$ cat src/rtl/smr_pkg.sv
`default_nettype none
package smr_pkg;

   // Configuration offsets and reset values of the two control registers.
   localparam logic [7:0]  SMR_CTRL_OFS   = 8'h9D;
   localparam logic [7:0]  SMR_EXT_OFS    = 8'h9E;
   localparam logic [7:0]  SMR_CTRL_RST   = 8'h02;
   localparam logic [7:0]  SMR_EXT_RST    = 8'h38;

   // Field positions in the SMM RAM control register.
   localparam int          SMR_OPEN_BIT   = 6;
   localparam int          SMR_CLOSED_BIT = 5;
   localparam int          SMR_LOCK_BIT   = 4;
   localparam int          SMR_GLOBAL_BIT = 3;
   localparam logic [2:0]  SMR_BASE_SEG   = 3'h2;

   // Field positions in the extended SMM RAM control register.
   localparam int          SMR_HIGH_BIT   = 7;
   localparam int          SMR_FLAG_BIT   = 6;
   localparam int          SMR_SIZE_LSB   = 1;
   localparam int          SMR_SEG_EN_BIT = 0;
   localparam logic [2:0]  SMR_EXT_RSVD   = 3'h7;

   // Address windows and the top segment geometry.
   localparam logic [31:0] SMR_COMPAT_LO  = 32'h000A0000;
   localparam logic [31:0] SMR_COMPAT_END = 32'h000BFFFF;
   localparam logic [31:0] SMR_HIGH_LO    = 32'hFEDA0000;
   localparam logic [31:0] SMR_HIGH_END   = 32'hFEDAFFFF;
   localparam logic [32:0] SMR_SEG_MIN    = 33'h000020000;
   localparam logic [26:0] SMR_TOP_ZERO   = 27'h0000000;

   // Where a decoded request is sent.
   typedef enum logic [1:0] {
      SMR_ROUTE_NONE = 2'h0,
      SMR_ROUTE_DRAM = 2'h1,
      SMR_ROUTE_HUB  = 2'h3
   } smr_route_t;

endpackage
`default_nettype wire

$ cat src/rtl/smr_window_dec.sv
`timescale 1ns/1ns
`default_nettype none
module smr_window_dec (
   input  wire logic [31:0] addr,
   input  wire logic [4:0]  low_memory_top,
   input  wire logic [1:0]  top_segment_size,
   output logic             compat_hit,
   output logic             high_hit,
   output logic             seg_hit
);
   import smr_pkg::*;

   logic [32:0] top;
   logic [32:0] size;
   logic [32:0] base;
   logic [32:0] a;

   // The top segment ends at the low memory top and grows down by size.
   always_comb begin
      a          = {1'b0, addr};
      top        = {1'b0, low_memory_top, SMR_TOP_ZERO};
      size       = 33'(SMR_SEG_MIN << top_segment_size);
      base       = top - size;
      compat_hit = (addr >= SMR_COMPAT_LO) && (addr <= SMR_COMPAT_END);
      high_hit   = (addr >= SMR_HIGH_LO) && (addr <= SMR_HIGH_END);
      seg_hit    = (top >= size) && (a >= base) && (a < top);
   end

endmodule
`default_nettype wire

$ cat src/rtl/smr_sticky_flag.sv
`timescale 1ns/1ns
`default_nettype none
module smr_sticky_flag (
   input  wire logic clk,
   input  wire logic rst_n,
   input  wire logic set,
   input  wire logic clr,
   output logic      flag_q
);

   // A set in the same cycle as a clear wins, so no event is lost.
   always_ff @(posedge clk) begin
      if (!rst_n) begin
         flag_q <= 1'b0;
      end else if (set) begin
         flag_q <= 1'b1;
      end else if (clr) begin
         flag_q <= 1'b0;
      end
   end

endmodule
`default_nettype wire

$ cat src/rtl/smr_access_ctrl.sv
// Notes on behaviour
// - open, closed and lock act on decoding only while global enable is set.
// - open with lock clear makes compatible and high alias SMM DRAM visible to non-SMM requests.
// - closed denies data references to compatible SMM DRAM; code fetches pass.
// - closed affects only the compatible window, not high alias or top segment.
// - lock forces open to zero and freezes lock, open, high, size, segment enable.
// - lock is set by a normal write and stays set until reset.
// - with global enable, SMM requests to A0000h window use DRAM in place.
// - high alias and top segment work only with global enable set.
// - once locked, global enable ignores writes until reset.
// - base segment field reads 010b; compatible SMM DRAM is never relocated.
// - compatible accesses failing visibility go to the hub interface.
// - high alias FEDA0000h..FEDAFFFFh translates to DRAM from 000A0000h.
// - non-SMM access to high alias or top segment with open clear sets flag.
// - writing 1 clears the invalid access flag; writing 0 leaves it.
// - size code selects 128 KB, 256 KB, 512 KB or 1 MB below low memory top.
// - only SMM requests reach top segment DRAM; others go to the hub interface.
// - top segment is active only with global and segment enables set.
// - low memory top gives address bits 31:27; lower bits are zero.
`timescale 1ns/1ns
`default_nettype none
module smr_access_ctrl (
   input  wire logic              clk,
   input  wire logic              rst_n,
   input  wire logic              cfg_wr,
   input  wire logic              cfg_rd,
   input  wire logic [7:0]        cfg_addr,
   input  wire logic [7:0]        cfg_wdata,
   output logic                   cfg_rvalid_q,
   output logic [7:0]             cfg_rdata_q,
   input  wire logic              req_valid,
   input  wire logic [31:0]       req_addr,
   input  wire logic              req_smm,
   input  wire logic              req_code,
   input  wire logic [4:0]        low_memory_top,
   output logic                   rsp_valid_q,
   output smr_pkg::smr_route_t    rsp_route_q,
   output logic [31:0]            rsp_dram_addr_q
);
   import smr_pkg::*;

   logic       smm_space_open_q;
   logic       smm_space_closed_q;
   logic       smm_space_lock_q;
   logic       global_smram_enable_q;
   logic       high_smram_enable_q;
   logic [1:0] top_segment_size_q;
   logic       top_segment_enable_q;
   logic       invalid_smram_access_flag_q;
   logic       ctrl_wr;
   logic       ext_wr;
   logic       lock_now;
   logic       open_eff;
   logic       high_on;
   logic       seg_on;
   logic       compat_hit;
   logic       high_hit;
   logic       seg_hit;
   logic       flag_set;
   logic       flag_clr;
   smr_route_t route_d;
   logic [31:0] dram_addr_d;

   // Configuration write strobes for the two registers.
   assign ctrl_wr  = cfg_wr && (cfg_addr == SMR_CTRL_OFS);
   assign ext_wr   = cfg_wr && (cfg_addr == SMR_EXT_OFS);
   assign lock_now = ctrl_wr && cfg_wdata[SMR_LOCK_BIT];

   // Lock is set by an ordinary write and only reset clears it.
   always_ff @(posedge clk) begin
      if (!rst_n) begin
         smm_space_lock_q <= 1'b0;
      end else if (lock_now) begin
         smm_space_lock_q <= 1'b1;
      end
   end

   // Open is forced low by lock, including the write that sets lock.
   always_ff @(posedge clk) begin
      if (!rst_n) begin
         smm_space_open_q <= 1'b0;
      end else if (smm_space_lock_q || lock_now) begin
         smm_space_open_q <= 1'b0;
      end else if (ctrl_wr) begin
         smm_space_open_q <= cfg_wdata[SMR_OPEN_BIT];
      end
   end

   // Closed stays writable after lock.
   always_ff @(posedge clk) begin
      if (!rst_n) begin
         smm_space_closed_q <= 1'b0;
      end else if (ctrl_wr) begin
         smm_space_closed_q <= cfg_wdata[SMR_CLOSED_BIT];
      end
   end

   // Global enable ignores writes once locked.
   always_ff @(posedge clk) begin
      if (!rst_n) begin
         global_smram_enable_q <= 1'b0;
      end else if (ctrl_wr && !smm_space_lock_q) begin
         global_smram_enable_q <= cfg_wdata[SMR_GLOBAL_BIT];
      end
   end

   // Extended fields freeze under lock.
   always_ff @(posedge clk) begin
      if (!rst_n) begin
         high_smram_enable_q  <= 1'b0;
         top_segment_size_q   <= 2'h0;
         top_segment_enable_q <= 1'b0;
      end else if (ext_wr && !smm_space_lock_q) begin
         high_smram_enable_q  <= cfg_wdata[SMR_HIGH_BIT];
         top_segment_size_q   <= cfg_wdata[SMR_SIZE_LSB+:2];
         top_segment_enable_q <= cfg_wdata[SMR_SEG_EN_BIT];
      end
   end

   // Register reads answer one cycle after the read strobe.
   always_ff @(posedge clk) begin
      if (!rst_n) begin
         cfg_rvalid_q <= 1'b0;
         cfg_rdata_q  <= 8'h00;
      end else begin
         cfg_rvalid_q <= cfg_rd;
         if (cfg_rd && cfg_addr == SMR_CTRL_OFS) begin
            cfg_rdata_q <= {1'b0, smm_space_open_q, smm_space_closed_q,
                            smm_space_lock_q, global_smram_enable_q,
                            SMR_BASE_SEG};
         end else if (cfg_rd && cfg_addr == SMR_EXT_OFS) begin
            cfg_rdata_q <= {high_smram_enable_q, invalid_smram_access_flag_q,
                            SMR_EXT_RSVD, top_segment_size_q,
                            top_segment_enable_q};
         end else begin
            cfg_rdata_q <= 8'h00;
         end
      end
   end

   // Address windows of the current request.
   smr_window_dec u_dec (
      .addr             (req_addr),
      .low_memory_top   (low_memory_top),
      .top_segment_size (top_segment_size_q),
      .compat_hit       (compat_hit),
      .high_hit         (high_hit),
      .seg_hit          (seg_hit)
   );

   // Controls that qualify decoding; all hinge on global enable.
   assign open_eff = global_smram_enable_q && smm_space_open_q && !smm_space_lock_q;
   assign high_on  = global_smram_enable_q && high_smram_enable_q;
   assign seg_on   = global_smram_enable_q && top_segment_enable_q;

   // Non-SMM touches of the extended ranges with open clear raise the flag.
   assign flag_set = req_valid && !req_smm && !smm_space_open_q &&
                     ((high_on && high_hit) || (seg_on && seg_hit));
   assign flag_clr = ext_wr && cfg_wdata[SMR_FLAG_BIT];

   smr_sticky_flag u_flag (
      .clk    (clk),
      .rst_n  (rst_n),
      .set    (flag_set),
      .clr    (flag_clr),
      .flag_q (invalid_smram_access_flag_q)
   );

   // Routing decision taken in the cycle the address is presented.
   always_comb begin
      route_d     = SMR_ROUTE_NONE;
      dram_addr_d = req_addr;
      if (high_on && high_hit) begin
         dram_addr_d = SMR_COMPAT_LO | {16'h0000, req_addr[15:0]};
         route_d     = (req_smm || open_eff) ? SMR_ROUTE_DRAM : SMR_ROUTE_HUB;
      end else if (seg_on && seg_hit) begin
         route_d = req_smm ? SMR_ROUTE_DRAM : SMR_ROUTE_HUB;
      end else if (compat_hit) begin
         if (global_smram_enable_q &&
             (open_eff || (req_smm && (!smm_space_closed_q || req_code)))) begin
            route_d = SMR_ROUTE_DRAM;
         end else begin
            route_d = SMR_ROUTE_HUB;
         end
      end
   end

   // The answer to each request stands for one cycle.
   always_ff @(posedge clk) begin
      if (!rst_n) begin
         rsp_valid_q     <= 1'b0;
         rsp_route_q     <= SMR_ROUTE_NONE;
         rsp_dram_addr_q <= 32'h00000000;
      end else begin
         rsp_valid_q     <= req_valid;
         rsp_route_q     <= req_valid ? route_d : SMR_ROUTE_NONE;
         rsp_dram_addr_q <= req_valid ? dram_addr_d : 32'h00000000;
      end
   end
endmodule
`default_nettype wire

$ cat config.mk
export PLATFORM = sky130hd
export DESIGN_NAME = smr_access_ctrl
export DESIGN_NICKNAME = d
export VERILOG_FILES = /design/src/rtl/smr_pkg.sv /design/src/rtl/smr_window_dec.sv /design/src/rtl/smr_sticky_flag.sv /design/src/rtl/smr_access_ctrl.sv
export SDC_FILE = /design/constraint.sdc
export NUM_CORES = 1
export LEC_CHECK = 0
export ABC_AREA = 1
export CAP_MARGIN = 10
export CORE_ASPECT_RATIO = 0.5
export CORE_MARGIN = 5
export CORE_UTILIZATION = 54
export CTS_BUF_LIST = sky130_fd_sc_hd__clkbuf_8
export CTS_CLUSTER_SIZE = 10
export DETAILED_ROUTE_END_ITERATION = 16
export DONT_BUFFER_PORTS = 1
export PLACE_DENSITY = 0.69
export SYNTH_ARGS = -nofsm -noshare
export SYNTH_HDL_FRONTEND = slang
export SYNTH_HIERARCHICAL = 1
export SYNTH_SLANG_ARGS = --single-unit
$ cat constraint.sdc
create_clock -name clk -period 2.5 [get_ports clk]
set_clock_uncertainty 0.05 [all_clocks]
set_input_delay 0.25 -clock clk [delete_from_list [all_inputs] [get_ports clk]]
set_output_delay 0.25 -clock clk [all_outputs]
set_load 0.1 [all_outputs]
==> results.yml <==
drt:
  vias: 2285
  wl_um: 6290
  detail_route.wl_per_cell_um: 13.4
  drt_iter0_markers: 105
  viasPerCell: 4.86
  drt_pass1_iterations: 4
  drtAntennaViolNets: 0
  route.detailed.drc: 0
grt:
  grt_max_degree: 20
  grt_pass1_vias: 2100
  antenna_found_initial: 0
  track_usage: 0.188
  globalRouteOverflowTotal: 0
  grt_pass1_wl_um: 9550
layout:
  insertedDiodeCount: 0
  multi_input_area_um2: 1310
  fillers: 472
  syn_to_final_growth_pct: 13.0
  drive_gt1_frac: 0.0900
  final_core_util: 0.623
  fin_cells: 470
  regArea_um2: 1060
  nNetsFinal: 479
clock_tree:
  cts.path.max_buffers: 2
  clk_latency_ns: 0.29
  cts.sinks: 53
  htreeDepth: 2
  cts_buffers: 5
  path_clk_slew_ns: 0.09
  cts_setup_buffers: 0
  cts_root_buffer: "clkbuf_8"
  cts_tree: "done"
sta:
  hold_viol: 0
  tightest_slew_ns: 0.977
  slew_headroom: 0.348
  period_needed_ns: 2.35
  drv_slew: 0
  finalSetupTns_ns: 0
  post-route-period-util: 0.939
  timing.fmax_mhz: 426
  setup_viol: 0
worst_setup_path:
  crit_required_ns: 2.69
  cp.arrival_ns: 2.53
  r2r_setup_slack_ns: 0.15
  ff2ff_path_depth: 17
  critical_path_class: "flip-flop to flip-flop"
  end_kind: "flip-flop"
  start_kind: "flip-flop"
  crit_fanout: 4
power_and_ir_drop:
  p_per_area_nw_per_um2: 585
  total_leakage_power_nw: 1.59
  vdd_drop_max_mv: 0.221
die:
  core.rowCount: 18
  initial_core_util: 0.551
  dieArea_um2: 6590
  pin_count: 104
  dieHeight_um: 59.9
  core-area_um2: 4890
  die_w_um: 110
synthesis:
  synth_top_cell_by_area: "dfxtp_1"
  synthTopCellsByArea: "dfxtp_1 (39%), nor2_1 (11%), inv_1 (10%)"
  ys_seq_area_frac: 0.394
  yosysUniqueCellTypes: 37
  syn_avg_cell_area_um2: 7.11
  yosysTopAreaCellShare: 0.394
  syn_area_um2: 2690
  ys.warnings.count: 6
  synth_cells: 379
  ys_ff_latch: 53
run_status:
  status: "finished clean"
worst_hold_path:
  worstHoldPathCells: 2
  hold_class: "input pin to flip-flop"
place:
  place_hpwl_um: 4990
  gp_congestion: 0.884
  dp_cells: 447
  portBuffers: 0
job:
  max_cap_viol_count: 0
-- routing by layer --
layer | part of all wire | track usage | wire, µm | vias to the layer above
met5 | 0 | 0 | 0 | -
met3 | 0.096 | 0.0647 | 605 | 2
met2 | 0.47 | 0.331 | 2950 | 92
met1 | 0.43 | 0.227 | 2720 | 998
li1 | - | - | - | 1193
met4 | 0.0022 | 0.0320 | 14 | 0
-- what timing repair did --
item,4_1_cts,5_1_grt
gates resized for setup,0,5
hold endpoints to repair,13,2
hold buffers,13,2
setup endpoints to repair,0,2
-- where the power goes --
| part | switching, W | internal, W | total, W |
|---|---|---|---|
| logic | 0.0000891 | 0.0000744 | 0.000163 |
| registers | 0.000173 | 0.000866 | 0.00104 |
| clock network | 0.000257 | 0.000322 | 0.000579 |
-- metrics by stage --
stage               total power (W)  hold WS (ns)  cell area [µm²]  setup slack, ns
floorplan                   0.00118         0.312             2700            0.272
global placement            0.00119         0.314             2760            0.149
detailed placement          0.00120         0.315             2760           0.0509
CTS                         0.00179       0.00157             3010            0.100
global route                0.00185      0.000382             3040          -0.0275
finish                      0.00178       0.00596             3040            0.154
-- path summary, 6_finish.rpt --
check	startpoint	end
hold / removal	req_addr[3]	rsp_dram_addr_q[3]
setup reg to reg	top_segment_size_q[0]	u_flag/flag_q
setup / recovery	top_segment_size_q[0]	u_flag/flag_q
hold reg to reg	top_segment_size_q[1]	cfg_rdata_q[2]
-- synth_stat cells --
library cell and number:
a21o_1 2, a21oi_1 8, a21oi_2 2, a31oi_1 1, and2_1 1, and3_1 1
buf_2 2, buf_4 1, buf_6 1, clkinv_4 1, conb_1 1, dfxtp_1 53
ha_1 20, inv_1 75, inv_2 4, nand2_1 68, nand2_2 2, nand2_4 3
nand3_1 12, nand3_2 3, nand3b_1 2, nand4_1 10, nor2_1 77, nor2_2 2
nor2_4 2, nor3_1 2, nor4_1 4, o211ai_1 1, o21a_1 1, o21ai_0 7
o21ai_1 1, o21ai_2 1, o21bai_1 1, o311ai_0 1, or2_2 3, xnor2_1 1
xor2_1 2
-- sequential cells by signal, indices dropped and copies added, names as in the netlist --
signal,cells
smm_space_lock_q,1
rsp_dram_addr_q,32
top_segment_enable_q,1
global_smram_enable_q,1
high_smram_enable_q,1
cfg_rvalid_q,1
cfg_rdata_q,8
rsp_route_q,2
rsp_valid_q,1
smm_space_closed_q,1
top_segment_size_q,2
u_flag/flag_q,1
smm_space_open_q,1
-- worst max-delay path: stages, from the launching register on --
cell and delay, ns:
dfxtp_2 0.35, nand2_2 0.09, inv_1 0.05, ha_1 0.26, inv_1 0.04, ha_1 0.30, nand2_1 0.07, o21bai_1 0.15
nand3_1 0.08, nand2_1 0.05, nand2_1 0.05, nand2_1 0.06, a21oi_2 0.20, nand3_2 0.11, nand2_1 0.08, and3_1 0.15
inv_1 0.05, a21oi_2 0.12
-- cell families (layout without fill, tap and decap cells) --
family,count (synthesis),in the layout,synth area share
AND/OR/NAND/NOR,192,192,0.319
buffers and inverters,84,104,0.124
flip-flops,53,53,0.394
AO/OA/AOI/OAI,26,26,0.0590
adder cells (fa/ha/maj),20,20,0.0929
XOR/XNOR,3,3,0.00976
other,1,2,0.00139
-- cells in the final DEF, fill, tap and decap left out, types with 6 or more instances in the layout --
master	Yosys	routed
dfxtp_1	53	51
nand3_1	12	11
dlygate4sd3_1	0	15
o21ai_0	7	7
nor2_1	77	76
nand4_1	10	10
nand2_1	68	67
ha_1	20	20
inv_1	75	76
clkbuf_8	0	6
a21oi_1	8	8
-- final cells by class --
class	count	share of cell area
timing repair buffer	16	0.0518
clock inverter	2	0.0111
inverter	80	0.100
multi-input combinational	243	0.431
clock buffer	6	0.0271
tap	70	0.0288
sequential	53	0.350
(Power assumes the default switching activity.)
